## config.mk

```make
export PLATFORM = sky130hd
export DESIGN_NAME = i2c_status_flags
export DESIGN_NICKNAME = d
export VERILOG_FILES = /design/src/hw/isf_pkg.sv /design/src/hw/i2c_status_flags.sv /design/src/hw/isf_flag_cell.sv /design/src/hw/isf_wb_slave.sv
export SDC_FILE = /design/constraint.sdc
export NUM_CORES = 1
export LEC_CHECK = 0
export BUFFER_PORTS_ARGS = -buffer_cell sky130_fd_sc_hd__buf_2
export CORE_UTILIZATION = 51
export DETAILED_ROUTE_END_ITERATION = 10
export GPL_ROUTABILITY_DRIVEN = 0
export HOLD_SLACK_MARGIN = 0.06
export PLACE_DENSITY_LB_ADDON = 0.3
export REMOVE_ABC_BUFFERS = 1
export SKIP_CTS_REPAIR_TIMING = 1
export SYNTH_ARGS = -nofsm -noshare
export SYNTH_HDL_FRONTEND = slang
export SYNTH_SLANG_ARGS = --single-unit
```

## constraint.sdc

```tcl
create_clock -name clk_i -period 4.1 [get_ports clk_i]
set_input_delay 0.615 -clock clk_i [delete_from_list [all_inputs] [get_ports clk_i]]
set_output_delay 0.615 -clock clk_i [all_outputs]
set_load 0.01 [all_outputs]
```

## src/hw/isf_pkg.sv

```systemverilog
package isf_pkg;

    // Bus geometry
    localparam int          ADDR_W   = 4;
    localparam int          DATA_W   = 32;
    localparam int          BYTE_W   = 8;

    // Register byte offsets
    localparam logic [3:0]  OFF_STATUS  = 4'h0;
    localparam logic [3:0]  OFF_CONTROL = 4'h4;
    localparam logic [3:0]  OFF_TX      = 4'h8;
    localparam logic [3:0]  OFF_RX      = 4'hc;

    // Status field positions
    localparam int          ST_ACK_NR   = 15;
    localparam int          ST_MTX      = 14;
    localparam int          ST_BCL      = 10;
    localparam int          ST_GC       = 9;
    localparam int          ST_TEN      = 8;
    localparam int          ST_TX_WRITE_COLLISION    = 7;
    localparam int          ST_OV       = 6;
    localparam int          ST_DA       = 5;
    localparam int          ST_RBF      = 1;
    localparam int          ST_TBF      = 0;

    // Control field position
    localparam int          CTRL_ON     = 15;

    // Sticky flag slots
    localparam int          FL_BCL      = 0;
    localparam int          FL_GC       = 1;
    localparam int          FL_TEN      = 2;
    localparam int          FL_TX_WRITE_COLLISION    = 3;
    localparam int          FL_OV       = 4;
    localparam int          NUM_FLAGS   = 5;

    // Reset values
    localparam logic [31:0] WORD_RST    = 32'h0000_0000;
    localparam logic [7:0]  BYTE_RST    = 8'h00;
    localparam logic        BIT_RST     = 1'b0;

endpackage : isf_pkg

```

## src/hw/i2c_status_flags.sv

```systemverilog
// Behaviour
// - Master transmit: ack flag set on no-ack, cleared on ack, at ack end.
// - Transmit-active set at transmit start, cleared when slave ack ends.
// - Bus collision flag set on collision during a master operation.
// - Bus collision flag clears only by disabling then re-enabling the module.
// - General-call flag set on general call address, cleared at Stop.
// - Ten-bit flag set on second matching address byte, cleared at Stop.
// - Transmit write while busy is dropped and sets a sticky write-collision flag.
// - Overflow flag set when a byte completes with receive holding still full.
// - Overflow set at the attempted move to holding; software clears it.
// - Slave data/address flag cleared on address match, set on data byte.
// - Status bits 31..16 always read zero.
// - Status bits 13..11 always read zero.
//
// Local design decisions: the Wishbone register port and the placing of the registers.
`timescale 1ns/1ps
module i2c_status_flags
(
    input  wire logic                        clk_i,
    input  wire logic                        rst_i,
    // Wishbone slave
    input  wire logic [isf_pkg::ADDR_W-1:0]  wb_adr_i,
    input  wire logic [isf_pkg::DATA_W-1:0]  wb_dat_i,
    input  wire logic [3:0]                  wb_sel_i,
    input  wire logic                        wb_we_i,
    input  wire logic                        wb_cyc_i,
    input  wire logic                        wb_stb_i,
    output logic      [isf_pkg::DATA_W-1:0]  wb_dat_o,
    output logic                             wb_ack_o,
    // Events from the two-wire engine
    input  wire logic                        master_tx_start_i,
    input  wire logic                        slave_ack_end_i,
    input  wire logic                        slave_nack_i,
    input  wire logic                        master_op_i,
    input  wire logic                        collision_i,
    input  wire logic                        stop_det_i,
    input  wire logic                        gc_match_i,
    input  wire logic                        ten_bit_match_i,
    input  wire logic                        slave_addr_match_i,
    input  wire logic                        slave_data_rx_i,
    input  wire logic                        rx_byte_done_i,
    input  wire logic [isf_pkg::BYTE_W-1:0]  rx_byte_i,
    input  wire logic                        busy_i,
    input  wire logic                        tx_take_i,
    // To the two-wire engine
    output logic                             module_on_o,
    output logic      [isf_pkg::BYTE_W-1:0]  tx_data_o,
    output logic                             tx_full_o
);

    typedef struct packed
    {
        logic                        on;
        logic                        ack_not_received;
        logic                        master_tx_active;
        logic                        data_not_address;
        logic [isf_pkg::BYTE_W-1:0]  tx_holding_reg;
        logic                        tx_full;
        logic [isf_pkg::BYTE_W-1:0]  rx_holding_reg;
        logic                        rx_full;
        logic [isf_pkg::DATA_W-1:0]  rdata;
    } isf_state_t;

    isf_state_t s;
    isf_state_t next_s;

    // Bus strobes
    logic                            bus_req;
    logic                            bus_wr;
    logic                            bus_rd;

    // Sticky flag vectors
    logic [isf_pkg::NUM_FLAGS-1:0]   flag_set;
    logic [isf_pkg::NUM_FLAGS-1:0]   flag_clr;
    logic [isf_pkg::NUM_FLAGS-1:0]   flag;

    // Decoded accesses
    logic                            wr_status;
    logic                            wr_control;
    logic                            wr_tx;
    logic                            rd_rx;
    logic                            tx_busy;
    logic                            rx_room;
    logic [isf_pkg::DATA_W-1:0]      status_word;

    // Register select on the current address
    function automatic logic hit(input logic [isf_pkg::ADDR_W-1:0] adr,
                                 input logic [isf_pkg::ADDR_W-1:0] off);
        hit = (adr == off);
    endfunction : hit

    // Bus handshake
    isf_wb_slave u_wb
    (
        .clk_i (clk_i),
        .rst_i (rst_i),
        .cyc_i (wb_cyc_i),
        .stb_i (wb_stb_i),
        .we_i  (wb_we_i),
        .ack_o (wb_ack_o),
        .req_o (bus_req),
        .wr_o  (bus_wr),
        .rd_o  (bus_rd)
    );

    // Write commits per register, low byte lane or high byte lane as needed
    assign wr_status  = bus_wr & hit(wb_adr_i, isf_pkg::OFF_STATUS) & wb_sel_i[0];
    assign wr_control = bus_wr & hit(wb_adr_i, isf_pkg::OFF_CONTROL) & wb_sel_i[1];
    assign wr_tx      = bus_wr & hit(wb_adr_i, isf_pkg::OFF_TX) & wb_sel_i[0];
    assign rd_rx      = bus_rd & hit(wb_adr_i, isf_pkg::OFF_RX);

    // Holding register still owned by the engine or a pending byte
    assign tx_busy = busy_i | s.tx_full;

    // Receive holding empty, or emptied by a read at this same edge
    assign rx_room = ~s.rx_full | rd_rx;

    // Set terms of the sticky flags
    always_comb
    begin
        flag_set                     = '0;
        flag_set[isf_pkg::FL_BCL]    = s.on & master_op_i & collision_i;
        flag_set[isf_pkg::FL_GC]     = s.on & gc_match_i;
        flag_set[isf_pkg::FL_TEN]    = s.on & ten_bit_match_i;
        flag_set[isf_pkg::FL_TX_WRITE_COLLISION]  = wr_tx & tx_busy;
        flag_set[isf_pkg::FL_OV]     = s.on & rx_byte_done_i & ~rx_room;
    end

    // Clear terms of the sticky flags
    always_comb
    begin
        flag_clr                     = '0;
        // Only a re-enable after a disable clears the collision flag
        flag_clr[isf_pkg::FL_BCL]    = wr_control & ~s.on
                                       & wb_dat_i[isf_pkg::CTRL_ON];
        flag_clr[isf_pkg::FL_GC]     = stop_det_i;
        flag_clr[isf_pkg::FL_TEN]    = stop_det_i;
        // Software clears by writing zero, a one leaves the bit
        flag_clr[isf_pkg::FL_TX_WRITE_COLLISION]  = wr_status
                                       & ~wb_dat_i[isf_pkg::ST_TX_WRITE_COLLISION];
        flag_clr[isf_pkg::FL_OV]     = wr_status
                                       & ~wb_dat_i[isf_pkg::ST_OV];
    end

    // One sticky cell per flag
    generate
        for (genvar g = 0; g < isf_pkg::NUM_FLAGS; g++)
        begin : g_flag
            isf_flag_cell u_cell
            (
                .clk_i  (clk_i),
                .rst_i  (rst_i),
                .set_i  (flag_set[g]),
                .clr_i  (flag_clr[g]),
                .flag_o (flag[g])
            );
        end
    endgenerate

    // Status word, unimplemented bits tied low
    always_comb
    begin
        status_word                       = isf_pkg::WORD_RST;
        status_word[isf_pkg::ST_ACK_NR]   = s.ack_not_received;
        status_word[isf_pkg::ST_MTX]      = s.master_tx_active;
        status_word[isf_pkg::ST_BCL]      = flag[isf_pkg::FL_BCL];
        status_word[isf_pkg::ST_GC]       = flag[isf_pkg::FL_GC];
        status_word[isf_pkg::ST_TEN]      = flag[isf_pkg::FL_TEN];
        status_word[isf_pkg::ST_TX_WRITE_COLLISION]    = flag[isf_pkg::FL_TX_WRITE_COLLISION];
        status_word[isf_pkg::ST_OV]       = flag[isf_pkg::FL_OV];
        status_word[isf_pkg::ST_DA]       = s.data_not_address;
        status_word[isf_pkg::ST_RBF]      = s.rx_full;
        status_word[isf_pkg::ST_TBF]      = s.tx_full;
    end

    // Next state of the block
    always_comb
    begin
        next_s = s;

        // Read data captured when a read request arrives, zero if unmapped
        if (bus_req & ~wb_we_i)
        begin
            next_s.rdata = isf_pkg::WORD_RST;
            if (hit(wb_adr_i, isf_pkg::OFF_STATUS))
                next_s.rdata = status_word;
            else if (hit(wb_adr_i, isf_pkg::OFF_CONTROL))
                next_s.rdata[isf_pkg::CTRL_ON] = s.on;
            else if (hit(wb_adr_i, isf_pkg::OFF_TX))
                next_s.rdata[isf_pkg::BYTE_W-1:0] = s.tx_holding_reg;
            else if (hit(wb_adr_i, isf_pkg::OFF_RX))
                next_s.rdata[isf_pkg::BYTE_W-1:0] = s.rx_holding_reg;
        end

        // Module on control
        if (wr_control)
            next_s.on = wb_dat_i[isf_pkg::CTRL_ON];

        // Master transmit status: active from start to end of slave ack
        if (s.on & master_tx_start_i)
            next_s.master_tx_active = 1'b1;
        else if (slave_ack_end_i)
            next_s.master_tx_active = 1'b0;

        // Acknowledge result updated at the end of the slave ack
        if (s.on & slave_ack_end_i)
            next_s.ack_not_received = slave_nack_i;

        // Slave byte kind: address match clears, data byte sets
        if (s.on & slave_addr_match_i)
            next_s.data_not_address = 1'b0;
        else if (s.on & slave_data_rx_i)
            next_s.data_not_address = 1'b1;

        // Transmit holding: a write while busy is dropped
        if (tx_take_i)
            next_s.tx_full = 1'b0;
        if (wr_tx & ~tx_busy)
        begin
            next_s.tx_holding_reg = wb_dat_i[isf_pkg::BYTE_W-1:0];
            next_s.tx_full        = 1'b1;
        end

        // Receive holding: a read frees it, a full one keeps the old byte
        if (rd_rx)
            next_s.rx_full = 1'b0;
        if (s.on & rx_byte_done_i & rx_room)
        begin
            next_s.rx_holding_reg = rx_byte_i;
            next_s.rx_full        = 1'b1;
        end
    end

    // State register
    always_ff @(posedge clk_i)
    begin
        if (rst_i)
        begin
            s.on               <= isf_pkg::BIT_RST;
            s.ack_not_received <= isf_pkg::BIT_RST;
            s.master_tx_active <= isf_pkg::BIT_RST;
            s.data_not_address <= isf_pkg::BIT_RST;
            s.tx_holding_reg   <= isf_pkg::BYTE_RST;
            s.tx_full          <= isf_pkg::BIT_RST;
            s.rx_holding_reg   <= isf_pkg::BYTE_RST;
            s.rx_full          <= isf_pkg::BIT_RST;
            s.rdata            <= isf_pkg::WORD_RST;
        end
        else
        begin
            s <= next_s;
        end
    end

    // Outputs
    assign wb_dat_o    = s.rdata;
    assign module_on_o = s.on;
    assign tx_data_o   = s.tx_holding_reg;
    assign tx_full_o   = s.tx_full;

endmodule : i2c_status_flags

```

## src/hw/isf_flag_cell.sv

```systemverilog
`timescale 1ns/1ps
module isf_flag_cell
(
    input  wire logic clk_i,
    input  wire logic rst_i,
    input  wire logic set_i,
    input  wire logic clr_i,
    output logic      flag_o
);

    typedef struct packed
    {
        logic flag;
    } isf_cell_t;

    isf_cell_t s;
    isf_cell_t next_s;

    // Sticky bit, a set in the clear cycle wins
    always_comb
    begin
        next_s = s;
        if (set_i)
            next_s.flag = 1'b1;
        else if (clr_i)
            next_s.flag = 1'b0;
    end

    // State register
    always_ff @(posedge clk_i)
    begin
        if (rst_i)
            s <= '{flag: isf_pkg::BIT_RST};
        else
            s <= next_s;
    end

    assign flag_o = s.flag;

endmodule : isf_flag_cell

```

## src/hw/isf_wb_slave.sv

```systemverilog
`timescale 1ns/1ps
module isf_wb_slave
(
    input  wire logic clk_i,
    input  wire logic rst_i,
    input  wire logic cyc_i,
    input  wire logic stb_i,
    input  wire logic we_i,
    output logic      ack_o,
    output logic      req_o,
    output logic      wr_o,
    output logic      rd_o
);

    typedef struct packed
    {
        logic ack;
    } isf_wb_t;

    isf_wb_t s;
    isf_wb_t next_s;

    // Answer one cycle after the request, drop ack the cycle after
    always_comb
    begin
        next_s     = s;
        next_s.ack = cyc_i & stb_i & ~s.ack;
    end

    // State register
    always_ff @(posedge clk_i)
    begin
        if (rst_i)
            s <= '{ack: isf_pkg::BIT_RST};
        else
            s <= next_s;
    end

    // New request edge, and commit strobes at the acked edge
    assign req_o = cyc_i & stb_i & ~s.ack;
    assign wr_o  = cyc_i & stb_i & s.ack & we_i;
    assign rd_o  = cyc_i & stb_i & s.ack & ~we_i;
    assign ack_o = s.ack;

endmodule : isf_wb_slave

```

==> reports/metrics.cfg, run 1 <==
[timing]
slew_viol_final=0
rsz0062_at_grt=no
fin_crit_sh_pct=50.9
fin_tns_setup_ps=0
finalHoldViolations=0
worst_pin_slew_ps=957
skew_ps=5.91
max_freq_mhz=479
setup_viol=0
min_period_ps=2090
max_slew_margin_pct=35.7

[floorplanning]
rows=24
die-area_um2=4940
dieWidth_um=70.3
die_h_um=70.3
start_util_pct=53.9
fp.coreArea_um2=4410
io_pins=109

[layout]
diodes=0
layout_common_cells=64 x buf_2, 41 x dfxtp_1, 35 x nand2_1
layout.nets=377
final_layout_size_suffix_gt1_share_pct=24.0
fin_area_um2=2570
fillers=431
area_delta_synth_final_pct=8.15
multi_input_area_um2=1230
regArea_um2=821
layout_commonest_cell=buf_2

[run]
max_cap_violations=0

[synth]
ys_seq_elements=41
yosysWarnings=0
syn_inst=282
syn_area_per_cell_um2=8.43
synth_edf_count=0
syn-cell-area_um2=2380
synth-seq-area-share_pct=34.5
ys_types=39
async_reset_ff_share_pct=0
yosys_most_used_dff=dfxtp_1

[pwr]
leakage_uw=0.00104
max-vdd-ir-drop_mv=0.234
power.density_nw_per_um2=315
power_uw=812

[clock_network]
cts.sinks=41
clk_path_buf_depth=2
clk_latency_ps=290
cts_tree=yes
clk_pin_slew_ps=80
h-tree-depth=2
numCtsBuffers=5
clockRootBuffer=clkbuf_8

[worst_setup_path]
worstSetupPathType=primary input to flop
crit_fanout=10
startpoint_type=primary input
arrival_ps=2310
cp-end-kind=flop
crit_required_ps=4320

[placed_design]
place_area_um2=2460
place_hpwl_mm=3.69
portBuffers=64

[run_status]
outcome=finished clean

[route]
drc_errors=0
dr_total_vias=2081
ant_nets=0
post_drt_wl_per_cell_um=14.6
avgViaCountPerCell=5.72
wl_mm=5.32
initialDrtViolationCount=116
drtPass1Iterations=5

[worst_hold_path]
min_path_type=flop to flop

[global_route]
grt_max_degree=40
grt_overflow_total=0
grt_pass1_vias=1863
grt_pass1_wl_mm=8.69
antenna_found_initial=0
globalRouteTotalUtil_pct=22.1

## where the power goes
| group | total, uW | internal, uW | switching [uW] |
|---|---|---|---|
| Sequential | 402 | 400 | 1.52 |
| Combinational | 73.5 | 25.7 | 47.8 |
| Clock | 336 | 199 | 138 |
## routing by layer
layer	wire length [um]	share of wire, %	GRT usage [%]
met1	2340	44	28.2
met2	2560	48	36.2
met3	384	7.2	6.64
met4	42	0.79	5.56
met5	0	0	0
## area by class of cell
type | count | share of cell area (%)
clock buffer | 7 | 3.36
multi-input combinational | 195 | 47.9
timing repair buffer | 65 | 12.7
sequential | 41 | 31.9
clock inverter | 1 | 1.17
inverter | 3 | 0.438
tap | 52 | 2.53
## worst paths after layout
path | startpoint | end | slack, ps | depth (start not counted)
hold reg to reg | wb_dat_o[14] | wb_dat_o[14] | 460 | 2
setup reg to reg | u_wb.ack_o | wb_dat_o[15] | 2380 | 3
setup / recovery | wb_adr_i[2] | tx_data_o[5] | 2010 | 4
hold / removal | wb_dat_o[14] | wb_dat_o[14] | 460 | 2
## stage by stage
| step | util (%) | hold WS, ps | cells | setup slack [ps] |
|---|---|---|---|---|
| 6_report | 58.3 | 458 | 364 | 2010 |
| 5_1_grt | 58.3 | 484 | 364 | 1900 |
| 4_1_cts | 58.3 | 460 | 364 | 2010 |
| 3_5_place_dp | 55.6 | 446 | 356 | 1710 |
| 3_3_place_gp | 55.6 | 439 | 356 | 1750 |
| 2_1_floorplan | - | 430 | 239 | 1680 |
## state kept, by name (all words and copies together) (netlist names)
name	flops
u_wb.ack_o	1
module_on_o	1
tx_full_o	1
g_flag.u_cell.flag_o	5
wb_dat_o	13
s	12
tx_data_o	8
## cell families after synthesis
logic type | count (synthesis) | share of synthesized area [%]
and+or+nand+nor | 111 | 27.8
buffers and inverters | 64 | 17.2
AOI/OAI and AO/OA | 56 | 16.5
DFF | 41 | 34.5
muxes | 9 | 3.79
other | 1 | 0.158
## synthesized netlist by cell type, types with 5 or more instances
library cell	instances	share of area (%)
nand3_1	11	2.3
and4b_1	9	3.8
a21oi_1	12	2.5
a22oi_1	14	4.4
mux2i_1	9	3.8
nand4_1	13	3.4
dfxtp_1	41	35
o311ai_0	9	3.3
nor2_1	7	1.1
o211ai_1	5	1.6
nand2_1	35	5.5
o21ai_0	7	1.5
nor2b_1	17	4.5
buf_4	40	13
clkbuf_1	15	2.4
## worst max-delay path, stage by stage
cell,delay [ps]
buf_2,160
nor4b_4,620
and4_1,670
mux2i_1,240
Note: power is estimated with default switching activity, not from simulation.
==> run 2, diff against run 1 <==
CORE_UTILIZATION = 42   (was 51)
clock period = 1.85 ns   (was 4.1 ns; I/O delays follow)
==> run 2 against run 1 <==
  * First-iteration DRC count up 94%
  * Sequential power up 120%
  * Non-clock buffer count is 12 higher
  * Register-to-register slack got worse by 2000 ps
  * Sequential share of layout area is 1.2 points lower
  * Highest routed layer unchanged
  * Core utilization fell by 9.4 points
  * Total power increased by 110%
  * Critical endpoint is now tx_data_o[3]
==> reports/metrics.cfg, run 2 (synthesized netlist as in run 1, its figures left out) <==
[run_status]
outcome=finished clean  ; unchanged

[worst_setup_path]
slowest_stage=dfxtp_1  ; was and4_1
cp-end-kind=flop  ; unchanged
reg2regPathDepth=4  ; was 3
arrival_ps=1690  ; was 2310 ps
crit_fanout=8  ; was 10
max_stage_delay_ps=430  ; was 670 ps
regToRegEndpoint=tx_data_o[3]  ; was wb_dat_o[15]
crit_required_ps=2080  ; was 4320 ps
rrSetupSlack_ps=380  ; was 2380 ps
startpoint_type=flop  ; was primary input
worstSetupPathType=flop to flop  ; was primary input to flop
crit_top_cell=and4_1
crit_cells=4  ; unchanged
path_buf_inv=1  ; unchanged
crit_family=simple AND/OR/NAND/NOR gates  ; unchanged
path_cells=and4_1, and4_1, buf_12, mux2i_1  ; was buf_2, nor4b_4, and4_1, mux2i_1
r2r_start=u_wb.ack_o  ; unchanged

[placed_design]
place_area_um2=2590  ; was 2460 um2
place_hpwl_mm=4.08  ; was 3.69 mm
portBuffers=64  ; unchanged

[worst_hold_path]
whs_path_depth=2  ; unchanged
hold_start=slave_addr_match_i  ; was wb_dat_o[14]
min_path_type=primary input to flop  ; was flop to flop
min_to=s[50]  ; was wb_dat_o[14]

[layout]
fin_area_um2=2670  ; was 2570 um2
multi_input_area_um2=1220  ; was 1230 um2
layout_common_cells=64 x buf_2, 41 x dfxtp_1, 35 x nand2_1  ; unchanged
final_layout_size_suffix_gt1_share_pct=26.6  ; was 24.0%
regArea_um2=821  ; unchanged
fillers=549  ; was 431
largest_register_ffs=13  ; unchanged
area_delta_synth_final_pct=12.4  ; was 8.15%
layout.nets=389  ; was 377
diodes=0  ; unchanged
layout_commonest_cell=buf_2  ; unchanged

[floorplanning]
fp.coreArea_um2=5470  ; was 4410 um2
io_pins=109  ; unchanged
die_h_um=77.3  ; was 70.3 um
dieWidth_um=77.3  ; was 70.3 um
start_util_pct=43.5  ; was 53.9%
rows=27  ; was 24
die-area_um2=5970  ; was 4940 um2

[clock_network]
cts.sinks=41  ; unchanged
clk_pin_slew_ps=80  ; about the same
cts_tree=yes  ; unchanged
clockRootBuffer=clkbuf_8  ; unchanged
clk_path_buf_depth=2  ; unchanged
h-tree-depth=2  ; unchanged
clk_latency_ps=300  ; was 290 ps
numCtsBuffers=5  ; unchanged

[run]
max_cap_violations=0  ; unchanged

[global_route]
grt-busiest-layer=met2  ; unchanged
grt_overflow_total=0  ; unchanged
grt_pass1_wl_mm=9.45  ; was 8.69 mm
antenna_found_initial=0  ; unchanged
grt_use_met2_pct=31.7  ; was 36.2%
globalRouteTotalUtil_pct=20.1  ; was 22.1%
use_met1_pct=26.0  ; was 28.2%
grt_pass1_vias=1953  ; was 1863
met3_usage_pct=5.24  ; was 6.64%
grt_max_degree=25  ; was 40

[route]
initialDrtViolationCount=225  ; was 116
wl_mm=5.75  ; was 5.32 mm
dr_total_vias=2166  ; was 2081
ant_nets=0  ; unchanged
drtPass1Iterations=4  ; was 5
drc_errors=0  ; unchanged
post_drt_wl_per_cell_um=14.6  ; about the same
avgViaCountPerCell=5.48  ; was 5.72

[timing]
max_freq_mhz=682
min_period_ps=1470
slew_viol_final=0  ; unchanged
rsz0062_at_grt=no  ; unchanged
fin_crit_sh_pct=79.2
skew_ps=6.22  ; was 5.91 ps
whs_ps=170  ; was 458 ps
setup_viol=0  ; unchanged
finalHoldViolations=0  ; unchanged

[pwr]
max-vdd-ir-drop_mv=0.417  ; was 0.234 mV
power.density_nw_per_um2=625  ; was 315 nW/um2
leakage_uw=0.00109  ; was 0.00104 uW

run 2: changes by cell type in the layout (fill, tap and decap cells not counted):
cell and delta:
buf_12 +2, nor4bb_2 +1, nor4bb_4 -1, buf_4 +10, bufinv_16 -1
run 2: worst max-delay path by stage:
stage / from / endpoint
after global routing: u_wb.ack_o / tx_data_o[2]
after detailed placement: wb_adr_i[1] / s[33]
final: u_wb.ack_o / tx_data_o[3]
after floorplan: wb_adr_i[3] / wb_dat_o[0]
after global placement: wb_adr_i[2] / tx_data_o[1]
after CTS: u_wb.ack_o / tx_data_o[3]
run 2: per-stage QoR:
step / instances / utilization [%] / power (uW) / worst slack (ps) / TNS [ps]
5_1_grt: 395 / 48.9 / 1750 / 282 / 0
4_1_cts: 395 / 48.9 / 1680 / 384 / 0
2_1_floorplan: 239 / - / 977 / -230 / -1830
3_5_place_dp: 388 / 47.3 / 1090 / 265 / 0
3_3_place_gp: 388 / 47.3 / 1080 / 297 / 0
6_report: 395 / 48.9 / 1670 / 384 / 0
run 2: report_power, final:
part           internal [uW]  switching [uW]
Clock                    296             307
Sequential               887            3.26
Combinational           66.8             110
Total                   1250             420
run 2: area by class of cell:
cell class	count	area share, %
inverter	3	0.421
sequential	41	30.7
tap	72	3.37
timing repair buffer	77	16.6
multi-input combinational	195	45.7
clock buffer	7	3.23
run 2: routing by layer:
metal | vias up | routed length, um
li1 | 1050 | -
met1 | 1041 | 2730
met2 | 66 | 2600
met3 | 9 | 328
met4 | 0 | 94
met5 | - | 0
==> run 3, diff against run 2 <==
ABC_AREA = 1   (was unset)
CORE_UTILIZATION = 46   (was 42)
clock period = 1.4 ns   (was 1.85 ns; I/O delays follow)
==> run 3 against run 2 <==
  * Sequential share of layout area grew 0.96 points
  * Core utilization up 5.7 points
  * Register-to-register slack got worse by 190 ps
  * Highest routed layer unchanged
  * Via count decreased by 9.0%
  * Clock skew about the same
  * Die area is 12% lower
  * Sequential power rose by 31%
  * Cell count grew 7.8%
  * Area after synthesis is 3.9% lower
  * Synthesized cell count increased by 9.2%
  * Total power is 29% higher
==> reports/metrics.cfg, run 3 <==
[run_status]
outcome=finished clean  ; unchanged

[floorplanning]
fp.coreArea_um2=4750  ; was 5470 um2
dieWidth_um=72.5  ; was 77.3 um
rows=25  ; was 27
die-area_um2=5260  ; was 5970 um2
start_util_pct=48.1  ; was 43.5%
io_pins=109  ; unchanged
die_h_um=72.5  ; was 77.3 um

[synth]
yosys_most_used_dff=dfxtp_1  ; unchanged
synth.top_cells.by_count=76 x nand2_1, 41 x dfxtp_1, 40 x buf_4  ; was 41 x dfxtp_1, 40 x buf_4, 35 x nand2_1
synth_edf_count=0  ; unchanged
ys_seq_elements=41  ; unchanged
async_reset_ff_share_pct=0  ; unchanged
yosysTopAreaCell=dfxtp_1  ; unchanged
synth-seq-area-share_pct=35.9  ; was 34.5%
yosys.cell_count.top_type=nand2_1  ; was dfxtp_1
syn-cell-area_um2=2290  ; was 2380 um2
synth.top_cell.area_share_pct=35.9  ; was 34.5%
synth.area.top_cells=dfxtp_1 36%, buf_4 13%, nand2_1 12%, a21oi_1 5.5%, nand4_1 3.8%  ; was dfxtp_1 35%, buf_4 13%, nand2_1 5.5%, nor2b_1 4.5%, a22oi_1 4.4%
syn_area_per_cell_um2=7.42  ; was 8.43 um2
ys_types=30  ; was 39
syn_inst=308  ; was 282
yosysWarnings=0  ; unchanged

[layout]
layout.nets=425  ; was 389
largest_register_ffs=13  ; unchanged
fin_cells=426  ; was 395
layout_commonest_cell=nand2_1  ; was buf_2
layout_common_cells=76 x nand2_1, 64 x buf_2, 41 x dfxtp_1  ; was 64 x buf_2, 41 x dfxtp_1, 35 x nand2_1
diodes=0  ; unchanged
area_delta_synth_final_pct=13.4  ; was 12.4%
final_layout_size_suffix_gt1_share_pct=31.8  ; was 26.6%

[clock_network]
clk_pin_slew_ps=70  ; was 80 ps
h-tree-depth=2  ; unchanged
cts_tree=yes  ; unchanged
cts.sinks=41  ; unchanged
clockRootBuffer=clkbuf_8  ; unchanged
numCtsBuffers=5  ; unchanged
clk_latency_ps=290  ; was 300 ps
clk_path_buf_depth=2  ; unchanged

[worst_setup_path]
reg2regPathDepth=7  ; was 4
path_buf_inv=0  ; was 1
crit_required_ps=1590  ; was 2080 ps
worstSetupPathType=flop to flop  ; unchanged
cp-startpoint=u_wb.ack_o  ; unchanged
regToRegEndpoint=s[35]  ; was tx_data_o[3]
crit_fanout=17  ; was 8
arrival_ps=1390  ; was 1690 ps
crit_family=simple AND/OR/NAND/NOR gates  ; unchanged
r2r_start=u_wb.ack_o  ; unchanged
crit_cells=7  ; was 4
slowest_stage=dfxtp_1  ; unchanged
path_cells=nand3_1, nor2_4, nand2_4, nand2_8, nand3b_1, nand2_1, nor2_2  ; was and4_1, and4_1, buf_12, mux2i_1
startpoint_type=flop  ; unchanged
rrSetupSlack_ps=200  ; was 380 ps
max_stage_delay_ps=390  ; was 430 ps
cp-end-kind=flop  ; unchanged

[timing]
rsz0062_at_grt=no  ; unchanged
skew_ps=6.15  ; was 6.22 ps
min_period_ps=1200  ; was 1470 ps
max_freq_mhz=831  ; was 682 MHz
setup_viol=0  ; unchanged
finalHoldViolations=0  ; unchanged
slew_viol_final=0  ; unchanged
fin_tns_setup_ps=0  ; unchanged
whs_ps=107  ; was 170 ps
fin_crit_sh_pct=86.0  ; was 79.2%

[worst_hold_path]
min_to=s[50]  ; unchanged
min_path_type=primary input to flop  ; unchanged
whs_path_depth=2  ; unchanged
hold_start=slave_addr_match_i  ; unchanged

[route]
wl_mm=4.70  ; was 5.75 mm
post_drt_wl_per_cell_um=11.0  ; was 14.6 um
drc_errors=0  ; unchanged
avgViaCountPerCell=4.63  ; was 5.48
ant_nets=0  ; unchanged
dr_total_vias=1971  ; was 2166
initialDrtViolationCount=65  ; was 225
drtPass1Iterations=4  ; unchanged

[placed_design]
dp.cells=419  ; was 388
place_hpwl_mm=3.49  ; was 4.08 mm
portBuffers=64  ; unchanged

[pwr]
p_int_uw=1640  ; was 1250 uW
max-vdd-ir-drop_mv=0.399  ; was 0.417 mV
p_seq_share_pct=54.4  ; was 53.3%
p_sw_share_pct=23.8  ; was 25.2%
pwr-share-clk_pct=35.9  ; was 36.2%
combPwrFrac_pct=9.6  ; was 10.6%
switchingPower_uw=512  ; was 420 uW
power.density_nw_per_um2=829  ; was 625 nW/um2
leakage_uw=0.00124  ; was 0.00109 uW

[run]
max_cap_violations=0  ; unchanged

[global_route]
grt_pass1_wl_mm=7.85  ; was 9.45 mm
globalRouteTotalUtil_pct=19.5  ; was 20.1%
grt_pass1_vias=1712  ; was 1953
grt_max_degree=18  ; was 25
antenna_found_initial=0  ; unchanged
grt_overflow_total=0  ; unchanged

[run 3: cell types whose count changed in the layout (fill, tap and decap cells not counted), sizes merged, moves of 14 or more]
cell,previous run,this run
a21oi,12,33
nor2b,17,0
nand2,35,82
a22oi,14,0
nor2,7,33
inv,3,24
[run 3: area by class of cell]
cell class                      instances  area, um2
Inverter                               27        101
Multi-Input combinational cell        208       1060
Fill cell                             499       2160
Clock buffer                            7       86.3
Timing Repair Buffer                   76        435
Sequential cell                        41        821
Tap cell                               67       83.8
[run 3: power by group through the flow]
stage | Sequential [uW] | Clock [uW] | Combinational, uW
6_report | 1170 | 773 | 207
5_1_grt | 1170 | 844 | 232
4_1_cts | 1170 | 795 | 207
3_5_place_dp | 1200 | 0 | 206
3_3_place_gp | 1200 | 0 | 205
2_1_floorplan | 1200 | 0 | 95.1
[run 3: how the worst max path moves through the flow]
stage                   endpoint  slack [ps]
floorplan           tx_data_o[0]           2
global placement    tx_data_o[3]         130
detailed placement   wb_dat_o[3]          90
CTS                        s[35]         120
global route        tx_data_o[6]          10
finish                     s[35]         200
[run 3: per-layer routing]
| layer | global-route usage [%] | vias up | share of wire (%) |
|---|---|---|---|
| li1 | - | 1023 | - |
| met1 | 25.9 | 876 | 48 |
| met2 | 31.0 | 65 | 45 |
| met3 | 4.03 | 7 | 5.6 |
| met4 | 7.19 | 0 | 1.3 |
| met5 | 0 | - | 0 |
[run 3: cells by family (layout without fill, tap and decap cells)]
logic type	after synthesis	in the layout	synth area share (%)
and+or+nand+nor	153	153	33.8
other	1	19	0.164
buffers and inverters	77	110	20.9
AOI/OAI and AO/OA	36	36	9.30
DFF	41	41	35.9
[run 3: per-stage QoR]
step	cell area [um2]	worst slack (ps)	total power, uW	util [%]
2_1_floorplan	1980	1.82	1290	-
3_3_place_gp	2500	130	1400	52.5
3_5_place_dp	2500	86.0	1400	52.5
4_1_cts	2580	121	2170	54.3
5_1_grt	2590	10.2	2250	54.5
6_report	2590	196	2150	54.5
